===== src/include/pwoc_consts.svh =====
`ifndef PWOC_CONSTS_SVH
`define PWOC_CONSTS_SVH

// Register byte offsets on the register bus
`define PWOC_OFS_OE_LOW 8'h00
`define PWOC_OFS_OE_HIGH 8'h04
`define PWOC_OFS_DIR_ONE 8'h08
`define PWOC_OFS_DIR_TWO 8'h0c
`define PWOC_OFS_LVL_ONE 8'h10
`define PWOC_OFS_LVL_TWO 8'h14
`define PWOC_OFS_SHARED_SERIAL_TIMER_CONTROL 8'h18
`define PWOC_OFS_POL_LOW 8'h1c
`define PWOC_OFS_POL_HIGH 8'h20
`define PWOC_OFS_COUNT 8'h24
`define PWOC_OFS_DUTY_BASE 8'h40
`define PWOC_OFS_DUTY_LAST 8'h7c

// Reset values
`define PWOC_RST_BYTE 8'h00

// Control register field positions
`define PWOC_BIT_CLK_GATE 3
`define PWOC_BIT_CLK_CHOICE 2
`define PWOC_BIT_SYNC_GATE 4
`define PWOC_LSB_TWO_WIRE 5
`define PWOC_MSB_TWO_WIRE 7
`define PWOC_LSB_BYTE_TMR 0
`define PWOC_MSB_BYTE_TMR 1

// Duty field layout and conversion timing
`define PWOC_DUTY_BASIC_LSB 4
`define PWOC_POS_LAST 4'hf

`endif


===== src/include/pwoc_pkg.sv =====
package pwoc_pkg;

	typedef logic [7:0] pwoc_byte_type;

	// Pin mode chosen from direction and output-enable bits
	typedef enum logic [1:0] {
		PWOC_PIN_INPUT = 2'b00,
		PWOC_PIN_LEVEL = 2'b01,
		PWOC_PIN_WAVE = 2'b10
	} pwoc_pin_mode_type;

endpackage


===== src/pwoc_top.sv =====
`timescale 1ns/1ps
`default_nettype none
`include "pwoc_consts.svh"

// Function
// RL1 - Sixteen output-enable bits in two bytes pick waveform or port output per pin.
// RL2 - Port one direction governs pins 0-7, port two direction pins 8-15.
// RL3 - Direction bit clear keeps the pin an input regardless of output enable.
// RL4 - Direction set, enable clear drives the port level; gives full-scale output.
// RL5 - Direction and enable both set drive the waveform, duty 0 to 255/256.
// RL6 - Output-enable bytes clear on reset and during hardware standby.
// RL7 - Direction registers are 8-bit and write-only, one bit per pin.
// RL8 - Software sets direction bits of every pin it uses as pulse output.
// RL9 - Port level bits fix a pin: 1 when polarity clear, 0 when set.
// RL10 - Shared control register is 8-bit read-write and clears on reset.
// RL11 - Clock gate bit clear stops the counter whatever the select bit.
// RL12 - Gate set: select clear counts system clock, set counts half clock.
// RL13 - One counter step is the least pulse width; 256 steps per period.
// RL14 - A period holds sixteen basic pulses.
// RL15 - Control bits 1:0 are kept and passed to the byte timers.
// RL16 - Bit 4 goes to the interconnect unit, bits 7:5 to the two-wire unit.
// RL17 - Duty upper nibble sets basic width, lower nibble adds extra pulses.
// RL18 - Polarity bit clear drives directly, set inverts the pin.
// RL19 - Shared 8-bit counter steps per tick, wraps at 256, holds when stopped.
module pwoc_top #(
	parameter int CHANNELS = 16
) (
	input wire logic sys_clk_i, // System clock
	input wire logic reset_i, // Synchronous reset, high
	input wire logic standby_i, // Hardware standby level
	input wire logic wb_cyc_i, // Wishbone cycle
	input wire logic wb_stb_i, // Wishbone strobe
	input wire logic wb_we_i, // Wishbone write
	input wire logic [7:0] wb_adr_i, // Byte address
	input wire logic [3:0] wb_sel_i, // Byte selects
	input wire logic [31:0] wb_dat_i, // Write data
	output logic [31:0] wb_dat_o, // Read data
	output logic wb_ack_o, // Acknowledge
	output logic [CHANNELS-1:0] pulse_out_pin_o, // Pin level
	output logic [CHANNELS-1:0] pulse_out_pin_oe_n_o, // Pin enable, low drives
	output logic [1:0] byte_timer_clock_sel_o, // To byte timers
	output logic interconnect_output_gate_o, // To interconnect unit
	output logic [2:0] two_wire_ctrl_o, // To two-wire unit
	output logic [7:0] shared_up_counter_o // Counter value
);

	// Bit-reverse of a nibble, used to spread extra pulses
	function automatic logic [3:0] rev4(input logic [3:0] v);
		rev4 = {v[0], v[1], v[2], v[3]};
	endfunction

	// Waveform level for one duty value at one counter value
	function automatic logic wave_bit(input pwoc_pkg::pwoc_byte_type duty,
			input logic [7:0] cnt);
		logic [3:0] basic;
		logic [3:0] extra;
		logic [3:0] pos;
		logic [3:0] next_idx;
		basic = duty[7:`PWOC_DUTY_BASIC_LSB];
		extra = duty[`PWOC_DUTY_BASIC_LSB-1:0];
		pos = cnt[3:0];
		next_idx = cnt[7:4] + 4'h1;
		// Extra step sits just before the next basic pulse rises
		wave_bit = (pos < basic) ||
			((pos == `PWOC_POS_LAST) && (rev4(~next_idx) < extra));
	endfunction

	pwoc_pkg::pwoc_byte_type oe_low_q;
	pwoc_pkg::pwoc_byte_type oe_high_q;
	pwoc_pkg::pwoc_byte_type dir_one_q;
	pwoc_pkg::pwoc_byte_type dir_two_q;
	pwoc_pkg::pwoc_byte_type lvl_one_q;
	pwoc_pkg::pwoc_byte_type lvl_two_q;
	pwoc_pkg::pwoc_byte_type shared_serial_timer_control_q;
	pwoc_pkg::pwoc_byte_type pol_low_q;
	pwoc_pkg::pwoc_byte_type pol_high_q;
	pwoc_pkg::pwoc_byte_type duty_q [CHANNELS];
	logic [7:0] count_q;
	logic half_q;
	logic ack_q;
	logic [31:0] rdata_q;
	logic [CHANNELS-1:0] pin_q;
	logic [CHANNELS-1:0] oe_n_q;

	// Bus decode
	wire logic req = wb_cyc_i && wb_stb_i && !ack_q;
	wire logic wr = req && wb_we_i && wb_sel_i[0];
	wire pwoc_pkg::pwoc_byte_type wbyte = wb_dat_i[7:0];
	wire logic hit_oe_low = wb_adr_i == `PWOC_OFS_OE_LOW;
	wire logic hit_oe_high = wb_adr_i == `PWOC_OFS_OE_HIGH;
	wire logic hit_dir_one = wb_adr_i == `PWOC_OFS_DIR_ONE;
	wire logic hit_dir_two = wb_adr_i == `PWOC_OFS_DIR_TWO;
	wire logic hit_lvl_one = wb_adr_i == `PWOC_OFS_LVL_ONE;
	wire logic hit_lvl_two = wb_adr_i == `PWOC_OFS_LVL_TWO;
	wire logic hit_shared_serial_timer_control = wb_adr_i == `PWOC_OFS_SHARED_SERIAL_TIMER_CONTROL;
	wire logic hit_pol_low = wb_adr_i == `PWOC_OFS_POL_LOW;
	wire logic hit_pol_high = wb_adr_i == `PWOC_OFS_POL_HIGH;
	wire logic hit_count = wb_adr_i == `PWOC_OFS_COUNT;
	wire logic hit_duty = (wb_adr_i >= `PWOC_OFS_DUTY_BASE) &&
		(wb_adr_i <= `PWOC_OFS_DUTY_LAST) && (wb_adr_i[1:0] == 2'h0);
	wire logic [3:0] duty_idx = wb_adr_i[5:2];

	// Write strobes, one per register
	wire logic wr_oe_low = wr && hit_oe_low;
	wire logic wr_oe_high = wr && hit_oe_high;
	wire logic wr_dir_one = wr && hit_dir_one;
	wire logic wr_dir_two = wr && hit_dir_two;
	wire logic wr_lvl_one = wr && hit_lvl_one;
	wire logic wr_lvl_two = wr && hit_lvl_two;
	wire logic wr_shared_serial_timer_control = wr && hit_shared_serial_timer_control;
	wire logic wr_pol_low = wr && hit_pol_low;
	wire logic wr_pol_high = wr && hit_pol_high;
	wire logic wr_duty = wr && hit_duty;

	// Counter clock selection
	wire logic clk_gate = shared_serial_timer_control_q[`PWOC_BIT_CLK_GATE];
	wire logic clk_choice = shared_serial_timer_control_q[`PWOC_BIT_CLK_CHOICE];
	wire logic tick = clk_gate && (!clk_choice || half_q); // RL11 RL12

	// Pin controls gathered across both ports
	wire logic [CHANNELS-1:0] dir_all = {dir_two_q, dir_one_q}; // RL2
	wire logic [CHANNELS-1:0] oe_all = {oe_high_q, oe_low_q}; // RL1
	wire logic [CHANNELS-1:0] lvl_all = {lvl_two_q, lvl_one_q};
	wire logic [CHANNELS-1:0] pol_all = {pol_high_q, pol_low_q};

	// Read data selection; direction registers read as zero
	logic [7:0] rsel;
	always_comb begin
		rsel = 8'h00;
		if (hit_oe_low) rsel = oe_low_q;
		if (hit_oe_high) rsel = oe_high_q;
		if (hit_lvl_one) rsel = lvl_one_q;
		if (hit_lvl_two) rsel = lvl_two_q;
		if (hit_shared_serial_timer_control) rsel = shared_serial_timer_control_q; // RL10
		if (hit_pol_low) rsel = pol_low_q;
		if (hit_pol_high) rsel = pol_high_q;
		if (hit_count) rsel = count_q;
		if (hit_duty) rsel = duty_q[duty_idx];
	end

	// Waveform level of every channel before polarity
	logic [CHANNELS-1:0] wave_all;
	always_comb begin
		wave_all = '0;
		for (int n = 0; n < CHANNELS; n++) begin
			wave_all[n] = wave_bit(duty_q[n], count_q); // RL17
		end
	end

	// Per-pin mode and next pin level
	logic [CHANNELS-1:0] pin_d;
	logic [CHANNELS-1:0] oe_n_d;
	pwoc_pkg::pwoc_pin_mode_type mode;
	always_comb begin
		pin_d = '0;
		oe_n_d = '1;
		mode = pwoc_pkg::PWOC_PIN_INPUT;
		for (int n = 0; n < CHANNELS; n++) begin
			if (!dir_all[n]) begin
				mode = pwoc_pkg::PWOC_PIN_INPUT; // RL3
			end else if (!oe_all[n]) begin
				mode = pwoc_pkg::PWOC_PIN_LEVEL; // RL4
			end else begin
				mode = pwoc_pkg::PWOC_PIN_WAVE; // RL5
			end
			unique case (mode)
				pwoc_pkg::PWOC_PIN_INPUT: begin
					pin_d[n] = 1'b0;
					oe_n_d[n] = 1'b1;
				end
				pwoc_pkg::PWOC_PIN_LEVEL: begin
					pin_d[n] = lvl_all[n] ^ pol_all[n]; // RL9
					oe_n_d[n] = 1'b0;
				end
				default: begin
					pin_d[n] = wave_all[n] ^ pol_all[n]; // RL17 RL18
					oe_n_d[n] = 1'b0;
				end
			endcase
		end
	end

	// Acknowledge: one wait state, high for one cycle
	always_ff @(posedge sys_clk_i) begin
		if (reset_i) begin
			ack_q <= 1'b0;
		end else begin
			ack_q <= req;
		end
	end

	// Read data stands only in the acknowledge cycle
	always_ff @(posedge sys_clk_i) begin
		if (reset_i) begin
			rdata_q <= 32'h0000_0000;
		end else begin
			rdata_q <= req ? {24'h00_0000, rsel} : 32'h0000_0000;
		end
	end

	// Low output-enable byte, cleared in standby
	always_ff @(posedge sys_clk_i) begin
		if (reset_i || standby_i) begin
			oe_low_q <= `PWOC_RST_BYTE; // RL6
		end else if (wr_oe_low) begin
			oe_low_q <= wbyte; // RL1
		end
	end

	// High output-enable byte, cleared in standby
	always_ff @(posedge sys_clk_i) begin
		if (reset_i || standby_i) begin
			oe_high_q <= `PWOC_RST_BYTE; // RL6
		end else if (wr_oe_high) begin
			oe_high_q <= wbyte; // RL1
		end
	end

	// Low polarity byte, cleared in standby
	always_ff @(posedge sys_clk_i) begin
		if (reset_i || standby_i) begin
			pol_low_q <= `PWOC_RST_BYTE;
		end else if (wr_pol_low) begin
			pol_low_q <= wbyte; // RL18
		end
	end

	// High polarity byte, cleared in standby
	always_ff @(posedge sys_clk_i) begin
		if (reset_i || standby_i) begin
			pol_high_q <= `PWOC_RST_BYTE;
		end else if (wr_pol_high) begin
			pol_high_q <= wbyte; // RL18
		end
	end

	// Port one direction, kept through standby
	always_ff @(posedge sys_clk_i) begin
		if (reset_i) begin
			dir_one_q <= `PWOC_RST_BYTE;
		end else if (wr_dir_one) begin
			dir_one_q <= wbyte; // RL7
		end
	end

	// Port two direction, kept through standby
	always_ff @(posedge sys_clk_i) begin
		if (reset_i) begin
			dir_two_q <= `PWOC_RST_BYTE;
		end else if (wr_dir_two) begin
			dir_two_q <= wbyte; // RL7
		end
	end

	// Port one level byte
	always_ff @(posedge sys_clk_i) begin
		if (reset_i) begin
			lvl_one_q <= `PWOC_RST_BYTE;
		end else if (wr_lvl_one) begin
			lvl_one_q <= wbyte; // RL9
		end
	end

	// Port two level byte
	always_ff @(posedge sys_clk_i) begin
		if (reset_i) begin
			lvl_two_q <= `PWOC_RST_BYTE;
		end else if (wr_lvl_two) begin
			lvl_two_q <= wbyte; // RL9
		end
	end

	// Shared control register
	always_ff @(posedge sys_clk_i) begin
		if (reset_i) begin
			shared_serial_timer_control_q <= `PWOC_RST_BYTE; // RL10
		end else if (wr_shared_serial_timer_control) begin
			shared_serial_timer_control_q <= wbyte; // RL10
		end
	end

	// Duty values, cleared in standby
	always_ff @(posedge sys_clk_i) begin
		for (int n = 0; n < CHANNELS; n++) begin
			if (reset_i || standby_i) begin
				duty_q[n] <= `PWOC_RST_BYTE;
			end else if (wr_duty && (duty_idx == 4'(n))) begin
				duty_q[n] <= wbyte;
			end
		end
	end

	// Half-rate phase, toggles every cycle
	always_ff @(posedge sys_clk_i) begin
		if (reset_i) begin
			half_q <= 1'b0;
		end else begin
			half_q <= !half_q;
		end
	end

	// Shared counter, holds while the gate is off
	always_ff @(posedge sys_clk_i) begin
		if (reset_i) begin
			count_q <= 8'h00;
		end else if (tick) begin
			count_q <= count_q + 8'h01; // RL13 RL14 RL19
		end
	end

	// Pin level drivers
	always_ff @(posedge sys_clk_i) begin
		if (reset_i) begin
			pin_q <= '0;
		end else begin
			pin_q <= pin_d;
		end
	end

	// Pin enable drivers, released after reset
	always_ff @(posedge sys_clk_i) begin
		if (reset_i) begin
			oe_n_q <= '1;
		end else begin
			oe_n_q <= oe_n_d;
		end
	end

	assign wb_dat_o = rdata_q;
	assign wb_ack_o = ack_q;
	assign pulse_out_pin_o = pin_q;
	assign pulse_out_pin_oe_n_o = oe_n_q;
	assign byte_timer_clock_sel_o = shared_serial_timer_control_q[`PWOC_MSB_BYTE_TMR:`PWOC_LSB_BYTE_TMR]; // RL15
	assign interconnect_output_gate_o = shared_serial_timer_control_q[`PWOC_BIT_SYNC_GATE]; // RL16
	assign two_wire_ctrl_o = shared_serial_timer_control_q[`PWOC_MSB_TWO_WIRE:`PWOC_LSB_TWO_WIRE]; // RL16
	assign shared_up_counter_o = count_q;

endmodule

`default_nettype wire


===== config.mk =====
export PLATFORM = sky130hd
export DESIGN_NAME = pwoc_top
export DESIGN_NICKNAME = d
export VERILOG_FILES = /design/src/include/pwoc_pkg.sv /design/src/pwoc_top.sv
export VERILOG_INCLUDE_DIRS = /design/src /design/src/include
export SDC_FILE = /design/constraint.sdc
export NUM_CORES = 1
export LEC_CHECK = 0
export BUFFER_PORTS_ARGS = -buffer_cell sky130_fd_sc_hd__buf_4
export CORE_ASPECT_RATIO = 1.4
export CORE_MARGIN = 2
export CORE_UTILIZATION = 55
export DETAILED_ROUTE_END_ITERATION = 12
export HOLD_SLACK_MARGIN = 0.15
export PLACE_DENSITY_LB_ADDON = 0.2
export SETUP_SLACK_MARGIN = 0.5
export SLEW_MARGIN = 20
export SYNTH_ARGS = -nofsm -noshare
export SYNTH_HDL_FRONTEND = slang
export SYNTH_SLANG_ARGS = --single-unit
export TNS_END_PERCENT = 20

===== constraint.sdc =====
create_clock -name sys_clk_i -period 2.85 [get_ports sys_clk_i]
set_clock_uncertainty 0.05 [all_clocks]
set_input_delay 0.1425 -clock sys_clk_i [delete_from_list [all_inputs] [get_ports sys_clk_i]]
set_output_delay 0.1425 -clock sys_clk_i [all_outputs]
set_load 0.02 [all_outputs]

==> results.toml, run 1 <==
[critical_path]
end_kind = "flip-flop"
required_ps = 3200
worstSetupPathType = "input pin to flip-flop"
startpoint_type = "input pin"
crit_arrival_ps = 2660
crit_fanout = 8

[global_route]
grt_max_degree = 44
grt_pass1_wl_um = 65100
first_global_vias = 10700
grt_antenna_before_repair = 0
track_usage_pct = 31.3
grt-ovfl-total = 0

[placed_design]
place.gp.congestion = 0.981
io_buffers = 77
post-dp-hpwl_um = 31200

[yosys]
yosysWarnings = 0
ys.flop_type = "edfxtp_1"
ys_seq_elements = 250
postSynthCellCount = 1444
async_flop_share_pct = 0
ys_types = 65
synth_top_area_cell = "edfxtp_1"
netlist_area_mm2 = 0.0145
synthTopCellsByArea = "edfxtp_1 26%, dfxtp_1 17%, ha_1 8.4%"
synth_area_per_cell_um2 = 10.0
yosysTopAreaCellShare_pct = 26.5
synth_edf_count = 128
yosysSeqAreaShare_pct = 43.3

[outcome]
status = "finished, final reports clean"

[routing]
drt_wl_total_um = 43600
vias = 11200
ant_nets = 0
wire_per_inst_um = 23.3
first_pass_iters = 5
vias_per_cell = 6.00
drc = 0
drt_iter0_markers = 904

[pwr]
max-vdd-ir-drop_mv = 0.424
power_density_mw_per_mm2 = 472
report.power.total_mw = 7.75
power.leakage_nw = 6.32

[clock_tree]
path_clk_slew_ps = 60
clk_path_buf_depth = 3
htreeDepth = 1
cts-root-buf = "clkbuf_16"
cts_tree = "done"
worst_skew_pair.late_latency_ps = 540
cts.sink_count = 250
postCtsSetupRepairBufs = 0
cts_made_buffers = 25

[sta]
timing.fmax_mhz = 432
period_minus_slack_ps = 2320
slew_headroom_pct = 36.7
rsz0062_at_grt = "true"
finalMaxSlewViolations = 0
period_share_pct = 81.3
hold_violations = 0
setup-tns-final_ps = 0
tightest_slew_ps = 941
setup_viol = 0

[layout]
drive_gt1_share_pct = 17.1
regMostFlops = "duty_q"
largest_register_ff_count = 128
fin_nets = 1680
n_antenna_cell = 0
nFillCells = 2141
area_growth_pct = 13.2

[job]
maxCapViolations = 0

[floorplanning]
row_count = 70
start_util_pct = 55.8
dieArea_mm2 = 0.0277
die_x_um = 141
coreArea_mm2 = 0.0260
boundaryPins = 129
die_h_um = 196

[min_path]
hold_path.class = "input pin to flip-flop"
[critical path, stage by stage]
cell and delay [ps]:
dlygate4sd3_1 540, buf_4 160, or2_1 250, nor3b_2 350, nand3_1 490, nor3_2 520
and2_1 190
[stage by stage]
step / area [um^2] / setup slack (ps) / std cells / utilization (%) / hold WS (ps)
floorplan: 14600 / 437 / 1467 / - / 233
global placement: 15400 / 385 / 1815 / 59.3 / 372
detailed placement: 15400 / 344 / 1815 / 59.3 / 379
CTS: 16400 / 501 / 1874 / 62.9 / 151
global route: 16400 / 386 / 1874 / 63.2 / 184
finish: 16400 / 534 / 1874 / 63.2 / 195
[synth_stat cells (12+ instances only)]
master / number
ha_1: 98
a21oi_1: 64
nand3_1: 32
o31ai_1: 17
nand2b_1: 33
buf_2: 16
inv_1: 112
mux2i_1: 67
a31oi_1: 18
nand3b_1: 18
o211ai_1: 12
edfxtp_1: 128
or2_2: 19
nand2_1: 87
and2_1: 128
dfxtp_1: 122
o22ai_1: 20
mux4_2: 36
or3_1: 17
nor2_1: 112
buf_4: 35
nor4bb_1: 16
clkbuf_1: 49
nor3_1: 30
o21ai_0: 46
[timing repair]
action,CTS,global route
hold buffers,14,0
gates resized for setup,1,14
pin swaps,0,1
endpoints found under the setup margin,1,142
hold endpoints to repair,94,0
[cell families (layout without fill, tap and decap cells)]
| group | after synthesis | count (layout) | synth area share (%) |
|---|---|---|---|
| muxes | 104 | 104 | 10.3 |
| and+or+nand+nor | 553 | 553 | 21.7 |
| DFF | 250 | 250 | 43.3 |
| AOI/OAI and AO/OA | 214 | 214 | 9.04 |
| buffers and inverters | 216 | 299 | 6.68 |
| other | 1 | 24 | 0.0258 |
| adders and majority gates | 98 | 98 | 8.45 |
| xor gates and xnor gates | 8 | 8 | 0.483 |
[layer usage]
metal  up-vias  global-route usage (%)  share of wire, %
met2       465                    52.2                48
met5         -                       0                 0
met4         0                    15.3               5.3
li1       5247                       -                 -
met3       108                    3.95               6.5
met1      5422                    40.2                40
[final timing paths]
path	from	to	slack [ps]	cells past startpoint
hold reg to reg	half_q	half_q	380	1
setup reg to reg	shared_up_counter_o[4]	pulse_out_pin_o[9]	550	8
hold / removal	wb_adr_i[6]	wb_dat_o[4]	190	3
setup / recovery	wb_adr_i[1]	duty_q[13][1]	530	7
[area by class of cell]
cell class	instances	area (um^2)	area share, %
Clock inverter	12	83.8	0.510
Inverter	112	420	2.56
Multi-Input combinational cell	1001	7420	45.2
Sequential cell	250	6290	38.3
Clock buffer	33	689	4.20
Tap cell	324	405	2.47
Timing Repair Buffer	142	1120	6.79
[cell usage in the layout, fill, tap and decap left out, types with 8 or more instances in the layout]
cell type,Yosys,routed
and2_1,128,128
edfxtp_1,128,128
buf_4,35,124
dfxtp_1,122,121
inv_1,112,112
nor2_1,112,111
ha_1,98,98
nand2_1,87,87
mux2i_1,67,67
a21oi_1,64,64
o21ai_0,46,46
mux4_2,36,36
nand2b_1,33,33
nand3_1,32,32
nor3_1,30,30
clkbuf_16,0,26
conb_1,1,24
o22ai_1,20,20
or2_2,19,19
nand3b_1,18,18
or3_1,17,17
o31ai_1,17,16
dlygate4sd3_1,0,14
nor4bb_1,16,13
a31oi_1,18,12
o211ai_1,12,12
and3_1,11,11
or3b_2,11,11
nor2b_1,9,9
a221oi_1,8,8
[power by group]
group          total (mW)  leakage [nW]  switching (mW)  internal, mW
clock                3.20         0.377            1.41          1.79
sequential           3.91          2.41          0.0589          3.85
combinational       0.642          3.54           0.408         0.233
total                7.75          6.32            1.88          5.87
Power figures use the tool's default switching activity.
==> inputs of run 2 (changes only) <==
Settings changed: CORE_UTILIZATION 55 to 61.
Clock period 2.85 ns to 2.3 ns, I/O delays scaled along.
==> results.toml, run 2 (same netlist as run 1, synthesis figures left out) <==
[critical_path]
cp_cell_sequence = "ha_4 -> xnor2_4 -> buf_12 -> ha_1 -> nor4bb_1 -> o31ai_1 -> a31oi_1 -> buf_4 -> mux2i_1"
required_ps = 2710
crit_fanout = 16
crit_arrival_ps = 2560
slowest_delay_ps = 360
crit_slowest_cell = "dfxtp_4"
worstSetupPathType = "flip-flop to flip-flop"
r2r_slack_ps = 150
startpoint_type = "flip-flop"
end_kind = "flip-flop"

[routing]
drc = 0
vias = 11600
drt_iter0_markers = 1135
vias_per_cell = 6.16
drt_wl_total_um = 44700
first_pass_iters = 5
ant_nets = 0
wire_per_inst_um = 23.8

[sta]
rsz0062_at_grt = "true"
period_minus_slack_ps = 2150
setup_viol = 0
period_share_pct = 93.6
tightest_slew_ps = 724
layout_setup_ws_ps = 147
hold_violations = 0
finalMaxSlewViolations = 0
setup-tns-final_ps = 0
slew_headroom_pct = 51.6
timing.fmax_mhz = 465

[outcome]
status = "finished, final reports clean"

[pwr]
power_density_mw_per_mm2 = 568
report.power.total_mw = 9.85
max-vdd-ir-drop_mv = 0.670
power.leakage_nw = 6.62

[clock_tree]
cts_tree = "done"
cts_made_buffers = 25
htreeDepth = 1
worst_skew_pair.late_latency_ps = 530
path_clk_slew_ps = 60
cts.sink_count = 250
cts-root-buf = "clkbuf_16"
clk_path_buf_depth = 3

[layout]
largest_register_ff_count = 128
n_antenna_cell = 0
regMostFlops = "duty_q"
layout_common_cells = "138 x buf_4, 128 x and2_1, 128 x edfxtp_1"
area_growth_pct = 19.4
layout_commonest_cell = "buf_4"
layoutNonFillerInstCount = 1880
drive_gt1_share_pct = 23.3
fin_nets = 1705

[floorplanning]
dieArea_mm2 = 0.0251
coreArea_mm2 = 0.0233
die_x_um = 134
die_h_um = 186
boundaryPins = 129
start_util_pct = 62.3
row_count = 66

[job]
maxCapViolations = 0

[global_route]
grt-ovfl-total = 0
grt_max_degree = 48
first_global_vias = 11200
grt_pass1_wl_um = 67000
grt_antenna_before_repair = 0
track_usage_pct = 35.3

[min_path]
hold_path.class = "input pin to flip-flop"

[placed_design]
pre_cts_ws_ps = 29.1
place.gp.congestion = 0.969
io_buffers = 77
dp_cells = 1811
post-dp-hpwl_um = 32100
==> run 2: cell types whose count changed in the layout (fill, tap and decap cells not counted), sizes merged <==
cell	change
buf	+25
dlygate4sd3	-1
clkbuf	+4
clkinv	-4
inv	+2
clkinvlp	-2
==> run 2: worst max-delay path: cells and delay by family (launching register included) <==
family | cells | cell delay, ps
muxes | 1 | 170
xor gates and xnor gates | 1 | 150
adders and majority gates | 2 | 400
AOI/OAI and AO/OA | 2 | 300
buffers and inverters | 2 | 310
and+or+nand+nor | 1 | 330
DFF | 1 | 360
==> run 2: what timing repair did <==
| action | CTS | global route |
|---|---|---|
| hold endpoints to repair | 203 | 0 |
| pin swaps | 21 | 11 |
| gates resized for setup | 29 | 43 |
| gates cloned | 0 | 1 |
| setup endpoints to repair | 329 | 331 |
| setup buffers | 6 | 5 |
| hold buffers | 13 | 0 |
==> run 2: final cells by class <==
| class | instances | area, um^2 |
|---|---|---|
| Clock buffer | 36 | 767 |
| Tap cell | 306 | 383 |
| Clock inverter | 8 | 66.3 |
| Sequential cell | 250 | 6300 |
| Timing Repair Buffer | 167 | 1450 |
| Multi-Input combinational cell | 1001 | 7940 |
| Fill cell | 1662 | 5960 |
| Inverter | 112 | 424 |
==> run 2: layer usage <==
layer | global-route usage, % | wire length (um)
met1 | 46.7 | 17600
met3 | 3.48 | 3120
met2 | 57.5 | 21100
met4 | 18.7 | 2870
met5 | 0 | 0
==> run 2: worst paths after layout <==
kind | from | endpoint | depth (start not counted)
worst min-delay path | wb_adr_i[6] | wb_dat_o[7] | 4
worst max-delay path | shared_up_counter_o[4] | pulse_out_pin_o[11] | 9
worst max register to register | shared_up_counter_o[4] | pulse_out_pin_o[11] | 9
worst min register to register | half_q | half_q | 1
==> run 2: stage by stage <==
step | cell area [um^2] | hold slack [ps] | util (%)
floorplan | 14900 | 205 | -
finish | 17300 | 179 | 74.4
detailed placement | 15900 | 363 | 68.1
CTS | 17100 | 153 | 73.2
global placement | 15900 | 354 | 68.1
global route | 17300 | 208 | 74.4
==> run 2: where the power goes <==
group	switching (mW)	internal [mW]	leakage, nW
clock network	1.72	2.41	0.425
registers	0.0771	4.77	2.41
logic	0.551	0.322	3.78
==> inputs of run 3 (changes only) <==
Settings changed: CAP_MARGIN set to 0, CORE_MARGIN 2 to not set.
==> results.toml, run 3 (same netlist as run 1, synthesis figures left out) <==
[outcome]
status = "finished, final reports clean"

[pwr]
report.power.total_mw = 9.72
power_density_mw_per_mm2 = 553
power.leakage_nw = 6.67
max-vdd-ir-drop_mv = 0.849

[sta]
setup-tns-final_ps = 0
tightest_slew_ps = 765
hold_violations = 0
timing.fmax_mhz = 450
layout_setup_ws_ps = 77.1
setup_viol = 0
slew_headroom_pct = 48.9
holdWs_ps = 209
period_minus_slack_ps = 2220
finalMaxSlewViolations = 0
period_share_pct = 96.6
rsz0062_at_grt = "true"

[floorplanning]
die_x_um = 132
die_h_um = 184
row_count = 66
boundaryPins = 129
start_util_pct = 62.3
coreArea_mm2 = 0.0233
dieArea_mm2 = 0.0244

[clock_tree]
worst_skew_pair.late_latency_ps = 530
path_clk_slew_ps = 70
cts_tree = "done"
htreeDepth = 1
cts.sink_count = 250
cts-root-buf = "clkbuf_16"
cts_made_buffers = 25
clk_path_buf_depth = 3

[global_route]
grt_antenna_before_repair = 0
grt_pass1_wl_um = 66900
first_global_vias = 11200
track_usage_pct = 37.3
grt_max_degree = 46
grt-ovfl-total = 0

[routing]
first_pass_iters = 7
drc = 0
wire_per_inst_um = 24.6
drt_wl_total_um = 46500
drt_iter0_markers = 955
vias = 11700
vias_per_cell = 6.20
ant_nets = 0

[layout]
layout_commonest_cell = "buf_4"
drive_gt1_share_pct = 24.7
area_growth_pct = 21.2
nFillCells = 1614
fin_util_pct = 75.5
fin_area_mm2 = 0.0176
n_antenna_cell = 0
regMostFlops = "duty_q"
layoutNonFillerInstCount = 1889
fin_nets = 1714
largest_register_ff_count = 128
layout_common_cells = "143 x buf_4, 128 x edfxtp_1, 125 x and2_1"

[critical_path]
worstSetupPathType = "flip-flop to flip-flop"
end_kind = "flip-flop"
crit_arrival_ps = 2620
crit_fanout = 8
startpoint_type = "flip-flop"
required_ps = 2700

[job]
maxCapViolations = 0

[placed_design]
place.gp.congestion = 1.01
pre_cts_ws_ps = 54.0
post-dp-hpwl_um = 32300
io_buffers = 77
postPlaceCellArea_mm2 = 0.0159
dp_cells = 1811

[min_path]
hold_path.class = "input pin to flip-flop"
[run 3: changes by cell type in the layout (fill, tap and decap cells not counted), moves of 4 or more]
cell      change
nor3_1        -7
clkbuf_8      -7
nor3_2        +6
buf_4         +5
nor2_2        -5
buf_12        +5
ha_1          -4
[run 3: final cells by class]
type                       count  area, um^2  share of cell area (%)
clock inverter                 8        46.3                   0.263
clock buffer                  36         742                    4.22
multi-input combinational   1001        8070                    45.9
inverter                     112         424                    2.41
sequential                   250        6300                    35.8
timing repair buffer         176        1610                    9.18
tap                          306         383                    2.18
[run 3: what timing repair did]
action	in CTS	in global routing
pin swaps	11	38
cloned	1	2
resized for setup	39	68
endpoints found under the hold margin	176	0
hold buffers	11	0
endpoints found under the setup margin	340	327
setup buffers	6	14
[run 3: where the power goes]
| part | switching [mW] | internal, mW |
|---|---|---|
| sequential | 0.0784 | 4.77 |
| combinational | 0.560 | 0.328 |
| clock | 1.75 | 2.24 |
| total | 2.39 | 7.34 |
[run 3: worst max-delay path: stages, from the launching register on]
cell	delay, ps
dfxtp_4	360
ha_4	270
clkinvlp_4	140
buf_12	180
ha_1	180
nor3_1	310
o31ai_2	140
a31oi_2	250
mux2i_1	230
[run 3: worst paths after layout]
| path | from | to | cells past startpoint | slack (ps) |
|---|---|---|---|---|
| hold / removal | wb_adr_i[0] | wb_dat_o[6] | 6 | 210 |
| setup / recovery | shared_up_counter_o[4] | pulse_out_pin_o[14] | 8 | 80 |
| hold reg to reg | half_q | half_q | 1 | 380 |
| setup reg to reg | shared_up_counter_o[4] | pulse_out_pin_o[14] | 8 | 80 |
[run 3: routing by layer]
metal / part of all wire, % / routed length, um / global-route usage, % / vias to the layer above
li1: - / - / - / 5321
met1: 38 / 17500 / 45.7 / 5620
met2: 48 / 22200 / 62.6 / 616
met3: 8.0 / 3720 / 5.31 / 155
met4: 6.7 / 3120 / 22.4 / 0
met5: 0 / 0 / 0 / -
